==> src/rtl/urc_pkg.sv <==
package urc_pkg;
  // Four-level strap codes as delivered by the pin sensors
  localparam logic [1:0] LVL_LOW = 2'h0; // Tied low
  localparam logic [1:0] LVL_RES = 2'h1; // Resistor pulled
  localparam logic [1:0] LVL_FLT = 2'h2; // Floating
  localparam logic [1:0] LVL_HIGH = 2'h3; // Tied high

  // Gain codes for single-strap settings
  localparam logic [3:0] GAIN_3DB = 4'h2; // 3 dB at 5 GHz
  localparam logic [3:0] GAIN_6DB = 4'h6; // 6 dB at 5 GHz
  localparam logic [3:0] GAIN_9DB = 4'hA; // 9 dB at 5 GHz
  localparam logic [3:0] GAIN_12DB = 4'hF; // 12 dB at 5 GHz

  // Register offsets
  localparam logic [7:0] OFS_GEN_CTRL = 8'h0A; // General control
  localparam logic [7:0] OFS_TX1_LIM_EQ = 8'h0B; // Transmitter 1 limited eq
  localparam logic [7:0] OFS_TX2_LIM_EQ = 8'h0C; // Transmitter 2 limited eq
  localparam logic [7:0] OFS_AEQ_CTRL = 8'h1C; // Adaptive eq control
  localparam logic [7:0] OFS_OVER_EQ = 8'h1D; // Over-eq adjustment
  localparam logic [7:0] OFS_CONN_LONG = 8'h1E; // Connector long channel
  localparam logic [7:0] OFS_CONN_SHORT = 8'h20; // Connector short channel
  localparam logic [7:0] OFS_SYS_EQ = 8'h21; // System-side receiver eq
  localparam logic [7:0] OFS_SWING = 8'h32; // Output swing

  // Reset values
  localparam logic [7:0] RST_GEN_CTRL = 8'h00; // Path off, linear
  localparam logic [7:0] RST_AEQ_CTRL = 8'h80; // Adaptation off
  localparam logic [7:0] RST_OTHER = 8'h00; // All other registers

  // General control fields
  localparam int GC_PATH_EN = 0; // Path enable
  localparam int GC_FLIP = 2; // Flipped orientation
  localparam int GC_LP_DIS = 3; // Low power disable
  localparam int GC_EQ_OVR = 4; // Equalisation override
  localparam int GC_LIMITED = 7; // Limited redriver mode

  // Adaptive control fields
  localparam int AEQ_EN = 0; // Adaptation enable
  localparam int AEQ_FULL = 2; // Full rather than fast
  localparam int AEQ_LIM_LSB = 4; // Upper eq limit, bits 7:4

  // Adaptation mode as driven out
  localparam logic [1:0] AEQ_MODE_OFF = 2'h0; // Fixed eq
  localparam logic [1:0] AEQ_MODE_FAST = 2'h1; // Fast
  localparam logic [1:0] AEQ_MODE_FULL = 2'h2; // Full

  // Swing code used while strapped: highest linearity
  localparam logic [7:0] SWING_STRAP = 8'hC0;

  // Timing
  localparam int CLK_PERIOD_NS = 50; // 20 MHz system clock
  localparam int RXDET_PERIOD_NS = 12000; // Receiver detection interval
  localparam int U1_IDLE_NS = 10000; // Idle time before U2/U3
  localparam int RXDET_CYC = RXDET_PERIOD_NS / CLK_PERIOD_NS;
  localparam int U1_IDLE_CYC = U1_IDLE_NS / CLK_PERIOD_NS;
  localparam int TMR_W = 9; // Width of the shared timer

  // Link power states
  typedef enum logic [1:0] {
    LS_DISC,
    LS_U0,
    LS_U1,
    LS_U23
  } urc_link_e;
endpackage : urc_pkg

==> src/rtl/urc_redriver_ctrl.sv <==
`timescale 1ns/1ps
// Notes on behaviour
// (RQ1) Strap mode: gains come from straps only; connector gains follow aeq_result while aeq_pin is high
// (RQ2) Config high/resistor: system gains from own strap
// (RQ3) Config low/float: system straps form 16-way selector
// (RQ4) Config low/resistor: connector gains from own strap
// (RQ5) Config float/high: connector straps form 16-way selector
// (RQ6) Path enabled: exactly one of four states
// (RQ7) Disconnect until both terminations, then U0
// (RQ8) U0 forwards traffic both directions
// (RQ9) Both sides idle in U0: go U1
// (RQ10) U1 keeps terminations and common mode
// (RQ11) U2/U3 periodically detects, watches LFPS
// (RQ12) Lost termination in U2/U3: go Disconnect
// (RQ13) Valid LFPS in U2/U3: go U0
// (RQ14) U2/U3 keeps terminations, drops common mode
// (RQ15) Low power disable field blocks U1, U2
// (RQ16) Strap mode keeps U1, U2 available
// (RQ17) Control writes pick path, orientation, override
// (RQ18) Control bit 7 selects limited mode
// (RQ19) Adaptive control: off, fast or full
// (RQ20) Long and short connector registers, fast picks
// (RQ21) Full adaptation ignores short channel register
// (RQ22) System eq, swing and over-eq registers
// (RQ23) Limited-mode transmitter eq registers
// (RQ24) Fixed connector registers need override set
// (RQ25) Mode strap: float serial, high strap
// (RQ26) U1 resumes to U0 or idles to U2/U3
// (RQ27) Straps sampled once after reset
module urc_redriver_ctrl (
  input wire logic clk_sys, // 20 MHz system clock
  input wire logic rst_n, // Synchronous reset, active low
  input wire logic [1:0] mode_strap, // Config mode strap level
  input wire logic [1:0] eq_config_strap, // Eq config strap level
  input wire logic [1:0] sys_gain_strap_0, // System gain strap 0
  input wire logic [1:0] sys_gain_strap_1, // System gain strap 1
  input wire logic [1:0] conn_gain_strap_0, // Connector gain strap 0
  input wire logic [1:0] conn_gain_strap_1, // Connector gain strap 1
  input wire logic path_en_pin, // Path enable pin, strap mode
  input wire logic flip_pin, // Orientation pin, strap mode
  input wire logic aeq_pin, // Full adaptation pin, strap mode
  input wire logic reg_wr, // Register write strobe
  input wire logic reg_rd, // Register read strobe
  input wire logic [7:0] reg_addr, // Register offset
  input wire logic [7:0] reg_wdata, // Register write data
  input wire logic rxdet_done, // Detection result valid pulse
  input wire logic term_ufp, // Far-end termination, upstream
  input wire logic term_dfp, // Far-end termination, downstream
  input wire logic eidle_ufp, // Electrical idle, upstream
  input wire logic eidle_dfp, // Electrical idle, downstream
  input wire logic lfps_valid, // Valid LFPS seen
  input wire logic chan_long, // Fast adaptation says long channel
  input wire logic [3:0] aeq_result, // Full adaptation gain result
  output logic [7:0] reg_rdata, // Read data, one cycle after strobe
  output urc_pkg::urc_link_e link_state, // Link power state
  output logic fwd_en, // Redrive traffic
  output logic rx_term_en, // Receiver terminations on
  output logic tx_cm_hold, // Transmitter common mode held
  output logic rxdet_start, // Start far-end detection pulse
  output logic [3:0] sys_eq_1, // System-side receiver 1 gain
  output logic [3:0] sys_eq_2, // System-side receiver 2 gain
  output logic [3:0] conn_eq_1, // Connector-side receiver 1 gain
  output logic [3:0] conn_eq_2, // Connector-side receiver 2 gain
  output logic [1:0] aeq_mode, // Adaptation mode
  output logic [3:0] aeq_limit, // Full adaptation upper limit
  output logic [7:0] over_eq, // Over-eq adjustment
  output logic [7:0] swing, // Output swing control
  output logic limited_mode, // Limited redriver mode
  output logic [7:0] tx1_eq, // Transmitter 1 preshoot/de-emph
  output logic [7:0] tx2_eq, // Transmitter 2 preshoot/de-emph
  output logic flip // Orientation
);
  import urc_pkg::*;

  // Single-strap level to gain code
  function automatic logic [3:0] f_gain(input logic [1:0] lvl);
    logic [3:0] g;
    g = GAIN_3DB;
    unique case (lvl)
      LVL_LOW: g = GAIN_3DB;
      LVL_RES: g = GAIN_6DB;
      LVL_FLT: g = GAIN_9DB;
      LVL_HIGH: g = GAIN_12DB;
    endcase
    return g;
  endfunction

  // Captured straps
  logic strap_done_reg; // Straps captured
  logic strap_mode_reg; // Strap mode rather than serial
  logic [1:0] cfg_reg; // Eq config level
  logic [1:0] ss0_reg, ss1_reg; // System gain levels
  logic [1:0] cs0_reg, cs1_reg; // Connector gain levels

  // Register file
  logic [7:0] gen_ctrl_reg, tx1_reg, tx2_reg, aeq_ctrl_reg;
  logic [7:0] over_eq_reg, long_reg, short_reg, sys_eq_reg, swing_reg;

  // Link state and timer
  urc_link_e state_reg, state_next; // Link power state
  logic [TMR_W-1:0] tmr_reg, tmr_next; // Detect or idle timer

  // Output flops
  logic fwd_reg, term_reg, cm_reg, det_reg;
  logic [3:0] seq1_reg, seq2_reg, conn_gain_strap_1_reg, ceq2_reg, lim_reg;
  logic [1:0] amode_reg;
  logic [7:0] over_reg, swo_reg, t1o_reg, t2o_reg, rdata_reg;
  logic limo_reg, flip_reg;

  // Derived controls
  wire path_en_w; // Path enabled
  wire lp_dis_w; // Low power states suppressed
  wire both_term_w; // Termination on both sides
  wire both_idle_w; // Idle on both sides
  wire det_ok_w; // Detection found both
  wire det_fail_w; // Detection lost a side
  wire tmr_hit_w; // Timer at its limit
  wire sys_split_w; // System straps used singly
  wire conn_split_w; // Connector straps used singly
  wire eq_ovr_w; // Override set
  wire aeq_on_w, aeq_full_w; // Adaptation flags
  wire [3:0] combo_sys_w, combo_conn_w; // 16-way selectors
  wire [3:0] full_gain_w; // Clamped full result
  wire [3:0] fixed_conn_w; // Fast/fixed register pick
  wire [3:0] s1_next, s2_next, c1_next, c2_next;
  wire [7:0] rd_mux_w; // Read data select

  // (RQ25) mode strap choice
  wire strap_mode_w = (mode_strap != LVL_FLT);

  // (RQ17) path, flip and override fields
  assign path_en_w = strap_mode_reg ? path_en_pin : gen_ctrl_reg[GC_PATH_EN];
  assign eq_ovr_w = gen_ctrl_reg[GC_EQ_OVR];
  // (RQ15) (RQ16) suppression only in serial mode
  assign lp_dis_w = !strap_mode_reg && gen_ctrl_reg[GC_LP_DIS];
  assign both_term_w = term_ufp && term_dfp;
  assign both_idle_w = eidle_ufp && eidle_dfp;
  assign det_ok_w = rxdet_done && both_term_w;
  assign det_fail_w = rxdet_done && !both_term_w;

  // (RQ2) (RQ4) single-strap level choices
  assign sys_split_w = (cfg_reg == LVL_HIGH) || (cfg_reg == LVL_RES);
  assign conn_split_w = (cfg_reg == LVL_LOW) || (cfg_reg == LVL_RES);
  // (RQ3) (RQ5) both straps form one selector
  assign combo_sys_w = {ss1_reg, ss0_reg};
  assign combo_conn_w = {cs1_reg, cs0_reg};

  // (RQ19) adaptation decode
  assign aeq_on_w = aeq_ctrl_reg[AEQ_EN];
  assign aeq_full_w = aeq_on_w && aeq_ctrl_reg[AEQ_FULL];
  assign full_gain_w = (aeq_result > aeq_ctrl_reg[7:AEQ_LIM_LSB]) ?
                       aeq_ctrl_reg[7:AEQ_LIM_LSB] : aeq_result;
  // (RQ20) fast picks long or short register
  assign fixed_conn_w = (aeq_on_w && chan_long) ? long_reg[3:0] :
                        short_reg[3:0];

  // (RQ1) strap mode uses straps alone
  assign s1_next = strap_mode_reg ?
                   (sys_split_w ? f_gain(ss0_reg) : combo_sys_w) :
                   sys_eq_reg[3:0];
  // (RQ22) system register sets both receivers
  assign s2_next = strap_mode_reg ?
                   (sys_split_w ? f_gain(ss1_reg) : combo_sys_w) :
                   sys_eq_reg[7:4];
  // (RQ21) (RQ24) full ignores short; fixed needs override
  assign c1_next = strap_mode_reg ?
      (aeq_pin ? aeq_result :
       (conn_split_w ? f_gain(cs0_reg) : combo_conn_w)) :
      (aeq_full_w ? full_gain_w :
       (eq_ovr_w ? fixed_conn_w :
        (conn_split_w ? f_gain(cs0_reg) : combo_conn_w)));
  assign c2_next = strap_mode_reg ?
      (aeq_pin ? aeq_result :
       (conn_split_w ? f_gain(cs1_reg) : combo_conn_w)) :
      (aeq_full_w ? full_gain_w :
       (eq_ovr_w ? fixed_conn_w :
        (conn_split_w ? f_gain(cs1_reg) : combo_conn_w)));

  // Read data select, unmapped reads zero
  assign rd_mux_w = (reg_addr == OFS_GEN_CTRL) ? gen_ctrl_reg :
                    (reg_addr == OFS_TX1_LIM_EQ) ? tx1_reg :
                    (reg_addr == OFS_TX2_LIM_EQ) ? tx2_reg :
                    (reg_addr == OFS_AEQ_CTRL) ? aeq_ctrl_reg :
                    (reg_addr == OFS_OVER_EQ) ? over_eq_reg :
                    (reg_addr == OFS_CONN_LONG) ? long_reg :
                    (reg_addr == OFS_CONN_SHORT) ? short_reg :
                    (reg_addr == OFS_SYS_EQ) ? sys_eq_reg :
                    (reg_addr == OFS_SWING) ? swing_reg : 8'h00;

  assign tmr_hit_w = (state_reg == LS_U1) ?
                     (tmr_reg == TMR_W'(U1_IDLE_CYC - 1)) :
                     (tmr_reg == TMR_W'(RXDET_CYC - 1));

  // (RQ27) capture straps once after reset
  always_ff @(posedge clk_sys) begin
    if (!rst_n) begin
      strap_done_reg <= 1'b0;
      strap_mode_reg <= 1'b0;
      {cfg_reg, ss0_reg, ss1_reg, cs0_reg, cs1_reg} <= 10'h000;
    end else if (!strap_done_reg) begin
      strap_done_reg <= 1'b1;
      strap_mode_reg <= strap_mode_w;
      cfg_reg <= eq_config_strap;
      {ss1_reg, ss0_reg} <= {sys_gain_strap_1, sys_gain_strap_0};
      {cs1_reg, cs0_reg} <= {conn_gain_strap_1, conn_gain_strap_0};
    end
  end

  // Register writes
  always_ff @(posedge clk_sys) begin
    if (!rst_n) begin
      gen_ctrl_reg <= RST_GEN_CTRL;
      aeq_ctrl_reg <= RST_AEQ_CTRL;
      {tx1_reg, tx2_reg, over_eq_reg} <= {3{RST_OTHER}};
      {long_reg, short_reg, sys_eq_reg, swing_reg} <= {4{RST_OTHER}};
    end else if (reg_wr) begin
      unique case (reg_addr)
        OFS_GEN_CTRL: gen_ctrl_reg <= reg_wdata;
        OFS_TX1_LIM_EQ: tx1_reg <= reg_wdata;
        OFS_TX2_LIM_EQ: tx2_reg <= reg_wdata;
        OFS_AEQ_CTRL: aeq_ctrl_reg <= reg_wdata;
        OFS_OVER_EQ: over_eq_reg <= reg_wdata;
        OFS_CONN_LONG: long_reg <= reg_wdata;
        OFS_CONN_SHORT: short_reg <= reg_wdata;
        OFS_SYS_EQ: sys_eq_reg <= reg_wdata;
        OFS_SWING: swing_reg <= reg_wdata;
        default: ; // Unmapped writes ignored
      endcase
    end
  end

  // (RQ6) link state next value
  always_comb begin
    state_next = state_reg;
    unique case (state_reg)
      // (RQ7) wait for both terminations
      LS_DISC: if (det_ok_w) begin
        state_next = LS_U0;
      end
      // (RQ9) both idle moves to U1
      LS_U0: if (both_idle_w && !lp_dis_w) begin
        state_next = LS_U1;
      end
      // (RQ26) resume or sink deeper
      LS_U1: if (lfps_valid || !both_idle_w) begin
        state_next = LS_U0;
      end else if (tmr_hit_w) begin
        state_next = LS_U23;
      end
      // (RQ13) (RQ12) LFPS wins over lost termination
      LS_U23: if (lfps_valid) begin
        state_next = LS_U0;
      end else if (det_fail_w) begin
        state_next = LS_DISC;
      end
    endcase
    if (!path_en_w || !strap_done_reg) begin
      state_next = LS_DISC;
    end else if (lp_dis_w && state_next != LS_DISC) begin
      // (RQ15) no low power states when suppressed
      state_next = LS_U0;
    end
  end

  // Timer restarts on every state change
  always_comb begin
    tmr_next = '0;
    if (state_next == state_reg && state_next != LS_U0 && !tmr_hit_w) begin
      tmr_next = tmr_reg + TMR_W'(1);
    end
  end

  // State and timer flops
  always_ff @(posedge clk_sys) begin
    if (!rst_n) begin
      state_reg <= LS_DISC;
      tmr_reg <= '0;
    end else begin
      state_reg <= state_next;
      tmr_reg <= tmr_next;
    end
  end

  // Link side output flops
  always_ff @(posedge clk_sys) begin
    if (!rst_n) begin
      {fwd_reg, term_reg, cm_reg, det_reg} <= 4'h0;
    end else begin
      // (RQ8) forward only in U0
      fwd_reg <= (state_next == LS_U0);
      // (RQ10) (RQ14) terminations in U0, U1, U2/U3
      term_reg <= (state_next != LS_DISC);
      // (RQ10) (RQ14) common mode held in U0, U1 only
      cm_reg <= (state_next == LS_U0) || (state_next == LS_U1);
      // (RQ11) periodic detection in Disconnect and U2/U3
      det_reg <= path_en_w && tmr_hit_w && (state_reg == state_next) &&
                 ((state_reg == LS_DISC) || (state_reg == LS_U23));
    end
  end

  // Equalisation and transmitter output flops
  always_ff @(posedge clk_sys) begin
    if (!rst_n) begin
      {seq1_reg, seq2_reg, conn_gain_strap_1_reg, ceq2_reg, lim_reg} <= 20'h00000;
      amode_reg <= AEQ_MODE_OFF;
      {over_reg, swo_reg, t1o_reg, t2o_reg} <= 32'h00000000;
      {limo_reg, flip_reg} <= 2'h0;
    end else begin
      seq1_reg <= s1_next;
      seq2_reg <= s2_next;
      conn_gain_strap_1_reg <= c1_next;
      ceq2_reg <= c2_next;
      lim_reg <= aeq_ctrl_reg[7:AEQ_LIM_LSB];
      amode_reg <= strap_mode_reg ?
                   (aeq_pin ? AEQ_MODE_FULL : AEQ_MODE_OFF) :
                   (aeq_full_w ? AEQ_MODE_FULL :
                    (aeq_on_w ? AEQ_MODE_FAST : AEQ_MODE_OFF));
      // (RQ22) over-eq from register; swing from register in serial mode, SWING_STRAP in strap mode
      over_reg <= over_eq_reg;
      swo_reg <= strap_mode_reg ? SWING_STRAP : swing_reg;
      // (RQ18) bit 7 selects limited mode
      limo_reg <= !strap_mode_reg && gen_ctrl_reg[GC_LIMITED];
      // (RQ23) transmitter eq applies in limited mode
      t1o_reg <= (!strap_mode_reg && gen_ctrl_reg[GC_LIMITED]) ?
                 tx1_reg : 8'h00;
      t2o_reg <= (!strap_mode_reg && gen_ctrl_reg[GC_LIMITED]) ?
                 tx2_reg : 8'h00;
      // (RQ17) orientation from field or pin
      flip_reg <= strap_mode_reg ? flip_pin : gen_ctrl_reg[GC_FLIP];
    end
  end

  // Read data flop
  always_ff @(posedge clk_sys) begin
    if (!rst_n) begin
      rdata_reg <= 8'h00;
    end else if (reg_rd) begin
      rdata_reg <= rd_mux_w;
    end
  end

  assign reg_rdata = rdata_reg;
  assign link_state = state_reg;
  assign fwd_en = fwd_reg;
  assign rx_term_en = term_reg;
  assign tx_cm_hold = cm_reg;
  assign rxdet_start = det_reg;
  assign sys_eq_1 = seq1_reg;
  assign sys_eq_2 = seq2_reg;
  assign conn_eq_1 = conn_gain_strap_1_reg;
  assign conn_eq_2 = ceq2_reg;
  assign aeq_mode = amode_reg;
  assign aeq_limit = lim_reg;
  assign over_eq = over_reg;
  assign swing = swo_reg;
  assign limited_mode = limo_reg;
  assign tx1_eq = t1o_reg;
  assign tx2_eq = t2o_reg;
  assign flip = flip_reg;
endmodule : urc_redriver_ctrl

==> config.mk <==
export PLATFORM = sky130hd
export DESIGN_NAME = urc_redriver_ctrl
export DESIGN_NICKNAME = d
export VERILOG_FILES = /design/src/rtl/urc_pkg.sv /design/src/rtl/urc_redriver_ctrl.sv
export SDC_FILE = /design/constraint.sdc
export NUM_CORES = 1
export LEC_CHECK = 0
export BUFFER_PORTS_ARGS = -buffer_cell sky130_fd_sc_hd__buf_2
export CAP_MARGIN = 25
export CELL_PAD_IN_SITES_DETAIL_PLACEMENT = 1
export CELL_PAD_IN_SITES_GLOBAL_PLACEMENT = 1
export CORE_MARGIN = 2
export CORE_UTILIZATION = 46
export DETAILED_ROUTE_END_ITERATION = 16
export GPL_TIMING_DRIVEN = 0
export HOLD_SLACK_MARGIN = 0.06
export MAX_ROUTING_LAYER = met4
export PLACE_DENSITY = 0.86
export SLEW_MARGIN = 0
export SYNTH_ARGS = -nofsm -noshare
export SYNTH_HDL_FRONTEND = slang
export SYNTH_SLANG_ARGS = --single-unit
==> constraint.sdc <==
create_clock -name clk_sys -period 4.5 [get_ports clk_sys]
set_input_delay 0.9 -clock clk_sys [delete_from_list [all_inputs] [get_ports clk_sys]]
set_output_delay 0.9 -clock clk_sys [all_outputs]
set_load 0.1 [all_outputs]
* Word-level counts from Yosys, hierarchy flattened
Cells that the tools add are included.
Word-level totals: input port bits 46, bits in registers 163, output and inout port bits 70, logic and storage cells 168
Cells by class: magnitude comparators 1, equal/unequal tests 34, add/sub/neg operators 1, bitwise gates (word level) 1, mux-type cells 47, reductions and logical operators 48
Operators by type and width (number):
- $mux W8 | 10
- $mux W4 | 16
- $pmux W4 S4 | 4
- $eq A2 B2 Y1 const B | 12
- $eq A8 B4 Y1 const B | 3
- $eq A8 B5 Y1 const B | 3
- $eq A8 B6 Y1 const B | 3
- $mux W2 | 11
- $reduce_and A2 Y1 | 11
- $eq A9 B8 Y1 const B | 2
- $logic_and A1 B1 Y1 | 15
- $eq A2 B1 Y1 const B | 7
- $logic_not A2 Y1 | 6
- $add A9 B1 Y9 const B | 1
- $pmux W2 S4 | 1
- $logic_not A1 Y1 | 7
- $logic_or A1 B1 Y1 | 6
- $mux W1 | 5
- $eq A2 B2 Y1 | 2
- $gt A4 B4 Y1 | 1
- $reduce_bool A2 Y1 | 2
- $ne A2 B1 Y1 const B | 1
- $ne A2 B2 Y1 const B | 1
- $reduce_or A2 Y1 | 1
- $not A1 Y1 | 1

* Longest topological paths before layout
word-level depth 14, mapped depth 12, gate-level depth less buffers 12

* Worst setup path after synthesis
Ideal clock, no wire load.
kind reg2reg, start reg state_reg[0] (netlist: link_state[0]), end reg tmr_reg[0], data arrival time 3.153 ns, stages on the path, launching flop included 11, slack 1.251 ns, setup time 0.096 ns, path buffers 0, period minus slack after synthesis 3.249 ns, cells stage by stage dfxtp_1 inv_1 ha_1 nand3b_1 a211oi_2 nor2_1 o22ai_2 nand3_1 ha_1 nor2_1 nor4b_1
Between the ends: longest elaborated chain between the ends 13, elaborated cells between the ends (all ways) 22, classes of those cells 5 x eq/ne; 10 x mux; 7 x reduce/logical
Ends and longest elaborated chain:
- start: declaration | line urc_redriver_ctrl.sv:100 | urc_link_e state_reg, state_next;
- start signal: assignment | line urc_redriver_ctrl.sv:279 | state_reg <= state_next;
- $eq A2 B2 Y1 | line urc_redriver_ctrl.sv:190, urc_redriver_ctrl.sv:235
- $mux W1 | line urc_redriver_ctrl.sv:190 | assign tmr_hit_w = (state_reg == LS_U1) ?
- $mux W2 | line urc_redriver_ctrl.sv:247 | end else if (tmr_hit_w) begin
- $mux W2 | line urc_redriver_ctrl.sv:245 | LS_U1: if (lfps_valid || !both_idle_w) begin
- $pmux W2 S4 | line urc_redriver_ctrl.sv:235 | unique case (state_reg)
- $reduce_bool A2 Y1 | line urc_redriver_ctrl.sv:259 | end else if (lp_dis_w && state_next != LS_DISC) begin
- $logic_and A1 B1 Y1 | line urc_redriver_ctrl.sv:259
- $mux W2 | line urc_redriver_ctrl.sv:259
- $mux W2 | line urc_redriver_ctrl.sv:257 | if (!path_en_w || !strap_done_reg) begin
- $eq A2 B2 Y1 or $ne A2 B1 Y1 (tied branches) | line urc_redriver_ctrl.sv:268 | if (state_next == state_reg && state_next != LS_U0 && !tmr_hit_w) begin
- $logic_and A1 B1 Y1 | line urc_redriver_ctrl.sv:268
- $logic_and A1 B1 Y1 (*) | line urc_redriver_ctrl.sv:268
- $reduce_and A2 Y1 (no line) (*)
- end signal: assignment | line urc_redriver_ctrl.sv:280 | tmr_reg <= tmr_next;
- end: declaration | line urc_redriver_ctrl.sv:101 | logic [TMR_W-1:0] tmr_reg, tmr_next;
Every way passes the cells marked *; elsewhere a longest branch is shown, timed or not. A chain may end at the register's enable or synchronous reset.

* Worst setup path after layout
Same ends and word-level chain as after synthesis.

==> results.sh <==
export IMPL_pre_cts_slack_ps=1435
export IMPL_place_area_um2=7669
export IMPL_ys_flop_type="dfxtp_1"
export IMPL_grt_pass1_wl_um=36050
export IMPL_async_flop_share_pct=0
export IMPL_irDropWorstVdd_mv=0.3109
export IMPL_r2r_setup_slack_ps=1430
export IMPL_required_ps=4830
export IMPL_met1_length_um=9552
export IMPL_cts_sinks=162
export IMPL_clk_pin_slew_ps=60
export IMPL_synth_top_area_share_pct=46.91
export IMPL_drive_gt1_share_pct=17.05
export IMPL_cp_start_kind="flip-flop"
export IMPL_regToRegEndpoint="tmr_reg[0]"
export IMPL_cp_slowest_cell="dfxtp_1"
export IMPL_clockBufferDepth=2
export IMPL_setup_worst_path_end_class="flip-flop"
export IMPL_syn_area_um2=6913
export IMPL_period_share_pct=68.18
export IMPL_leakagePower_uw=0.003749
export IMPL_portBuffers=105
export IMPL_wl_met2_um=11200
export IMPL_io_pins=116
export IMPL_drt_wl_total_um=22840
export IMPL_synth_area_leader_cell="dfxtp_1"
export IMPL_final_util_pct=56.63
export IMPL_synth_edf_count=0
export IMPL_reg2reg_from="link_state[0]"
export IMPL_maxSlewHeadroom_pct=49.62
export IMPL_cpPeakStageDelay_ps=590
export IMPL_drt_pass1_iter_count=5
export IMPL_fp_dieW_um=126.6
export IMPL_antenna_cells=0
export IMPL_core_um2=14590
export IMPL_min_to="aeq_ctrl_reg[1]"
export IMPL_yosysWarningCount=0
export IMPL_drv_cap=0
export IMPL_met3WireLength_um=1538
export IMPL_clock_latency_ps=440
export IMPL_maxClockFrequency_mhz=325.9
export IMPL_grt_use_total_pct=29.75
export IMPL_dp_final_hpwl_um=16200
export IMPL_grt_max_degree=17
export IMPL_rsz0062_at_grt="no"
export IMPL_status="finished, final reports clean"
export IMPL_finalCriticalPeriod_ps=3068
export IMPL_syn_inst=772
export IMPL_syn_nets=829
export IMPL_row_count=44
export IMPL_ys_seq_area_share_pct=46.91
export IMPL_vias=6391
export IMPL_cts_resized=0
export IMPL_path_class="reg -> reg"
export IMPL_post_cts_buffers=0
export IMPL_setup_slack_ps=1432
export IMPL_report_final_slew_viol_count=0
export IMPL_avgRoutedWirePerCell_um=20.89
export IMPL_drt_iter0_markers=436
export IMPL_ant_nets=0
export IMPL_finalPower_uw=3238
export IMPL_cp_max_fo=8
export IMPL_min_path_type="reg -> reg"
export IMPL_vias_per_cell=5.847
export IMPL_power_density_nw_per_um2=391.9
export IMPL_syn2layout_area_growth_pct=19.51
export IMPL_ys_types=59
export IMPL_fin_skew_ps=7.799
export IMPL_fin_area_um2=8262
export IMPL_hold_viol=0
export IMPL_antenna_found_initial=0
export IMPL_tritoncts="built"
export IMPL_root_buffer="clkbuf_16"
export IMPL_min_from="aeq_ctrl_reg[1]"
export IMPL_ys_ff_latch=162
export IMPL_die_area_um2=16030
export IMPL_grt_ovfl_total=0
export IMPL_grt_pass1_vias=6663
export IMPL_crit_arrival_ps=3400
export IMPL_drc=0
export IMPL_netlist_top_cells_area="dfxtp_1 47%, mux2i_1 10%, nor2_1 5.5%, nand2_1 3.7%, a21oi_1 2.9%"
export IMPL_cts_buffers=17
export IMPL_place_gp_congestion=0.9542
export IMPL_die_h_um=126.6
export IMPL_top_layer="met4"
export IMPL_setup_violations=0
export IMPL_postCtsHoldBufs=0
export IMPL_initial_core_util_pct=47.38
export IMPL_crit_path_cell_trace="inv_1 -> ha_1 -> nand3b_1 -> a211oi_2 -> nor2_1 -> o22ai_2 -> nand3_1 -> ha_1 -> nor2_1 -> nor4b_1"
export IMPL_worst_pin_slew_ps=755.8
export IMPL_final_nets=953
export IMPL_post_synth_cell_area_avg_um2=8.955
export IMPL_finalSetupTns_ps=0
export IMPL_htree_levels=4
export IMPL_hold_depth=2
export IMPL_reg2regPathDepth=10
per-stage QoR:
step	hold WS (ps)	instances
after floorplan	424.5	772
after CTS	460.4	1093
after global placement	437.6	1061
final	464.2	1093
after global routing	488.7	1093
after detailed placement	451.0	1061
layer usage:
metal	global-route usage, %	vias up
met2	48.88	243
met4	10.60	0
met1	35.74	3136
met3	7.128	51
met5	-	-
li1	-	2961
where the power goes:
part	internal, µW	leakage [µW]	switching, µW	total, µW
Sequential	1460	0.00131	15.7	1470
Clock	874	0.000282	585	1460
Combinational	72.1	0.00215	234	306
Total	2400	0.00375	835	3240
logic make-up after synthesis:
family,Yosys count,share of synthesized area [%]
simple gates,288,20.02
fa+ha+maj,11,1.991
compound gates,159,14.91
flops,162,46.91
buf+inv,69,3.945
xor+xnor,8,1.285
mux,75,10.93
critical path: cells and delay by family (launching register included):
kind	cells	cell delay, ps
compound gates	2	500
buf+inv	1	130
fa+ha+maj	2	570
simple gates	5	1190
flops	1	590
how the worst max path moves through the flow:
stage | slack (ps) | start | depth (start not counted) | to
global placement | 1490 | eidle_ufp | 10 | tmr_reg[3]
finish | 1430 | link_state[0] | 10 | tmr_reg[0]
global route | 1090 | link_state[0] | 10 | tmr_reg[0]
floorplan | 1250 | link_state[0] | 10 | tmr_reg[0]
detailed placement | 1440 | eidle_ufp | 10 | tmr_reg[0]
CTS | 1420 | link_state[0] | 10 | tmr_reg[0]
cell usage in the layout (no fill, tap or decap), types with 5 or more instances in the layout:
cell type  count
o21ai_0       39
nand3_1       34
mux2i_1       71
xnor2_1        5
a21boi_0       7
inv_1         17
nor2_1       102
a221oi_1       6
nor2b_1        7
a22oi_1        7
ha_1          11
and2_1        16
nor4_1         5
o22ai_1       10
nor4b_1        5
o21a_1        12
buf_2        110
clkbuf_1      46
clkbuf_16     17
dfxtp_1      162
a21oi_1       40
nand2b_1       5
a31oi_1        5
and3_1        27
nand2_1       69
o221ai_1       7
synthesized netlist by cell type (all sizes together), types with 2 or more instances:
| cell type | number |
|---|---|
| mux2i | 71 |
| a211oi | 3 |
| o311a | 4 |
| a21oi | 41 |
| nand4 | 4 |
| and3 | 27 |
| o31ai | 4 |
| nor2b | 8 |
| ha | 11 |
| o21a | 12 |
| clkbuf | 43 |
| nor2 | 102 |
| a21boi | 7 |
| and2 | 16 |
| nand3 | 36 |
| inv | 17 |
| nand4b | 2 |
| mux2 | 4 |
| xnor2 | 6 |
| o21ai | 41 |
| dfxtp | 162 |
| o221ai | 7 |
| nand3b | 2 |
| xor2 | 2 |
| nand2 | 69 |
| o22ai | 11 |
| nor4 | 5 |
| nand2b | 5 |
| a22oi | 7 |
| a221oi | 6 |
| a31oi | 5 |
| buf | 8 |
| nor4b | 5 |
| o211ai | 4 |
final cells by class:
| type | count | area [µm²] |
|---|---|---|
| clock inverters | 8 | 101.3 |
| plain buffers | 51 | 205.2 |
| fillers | 1743 | 6327 |
| well taps | 184 | 230.2 |
| multi-input cells | 541 | 3397 |
| inverters | 18 | 67.56 |
| flip-flops and latches | 162 | 3243 |
| clock buffers | 24 | 491.7 |
| repair buffers | 105 | 525.5 |
(Power assumes the default switching activity.)
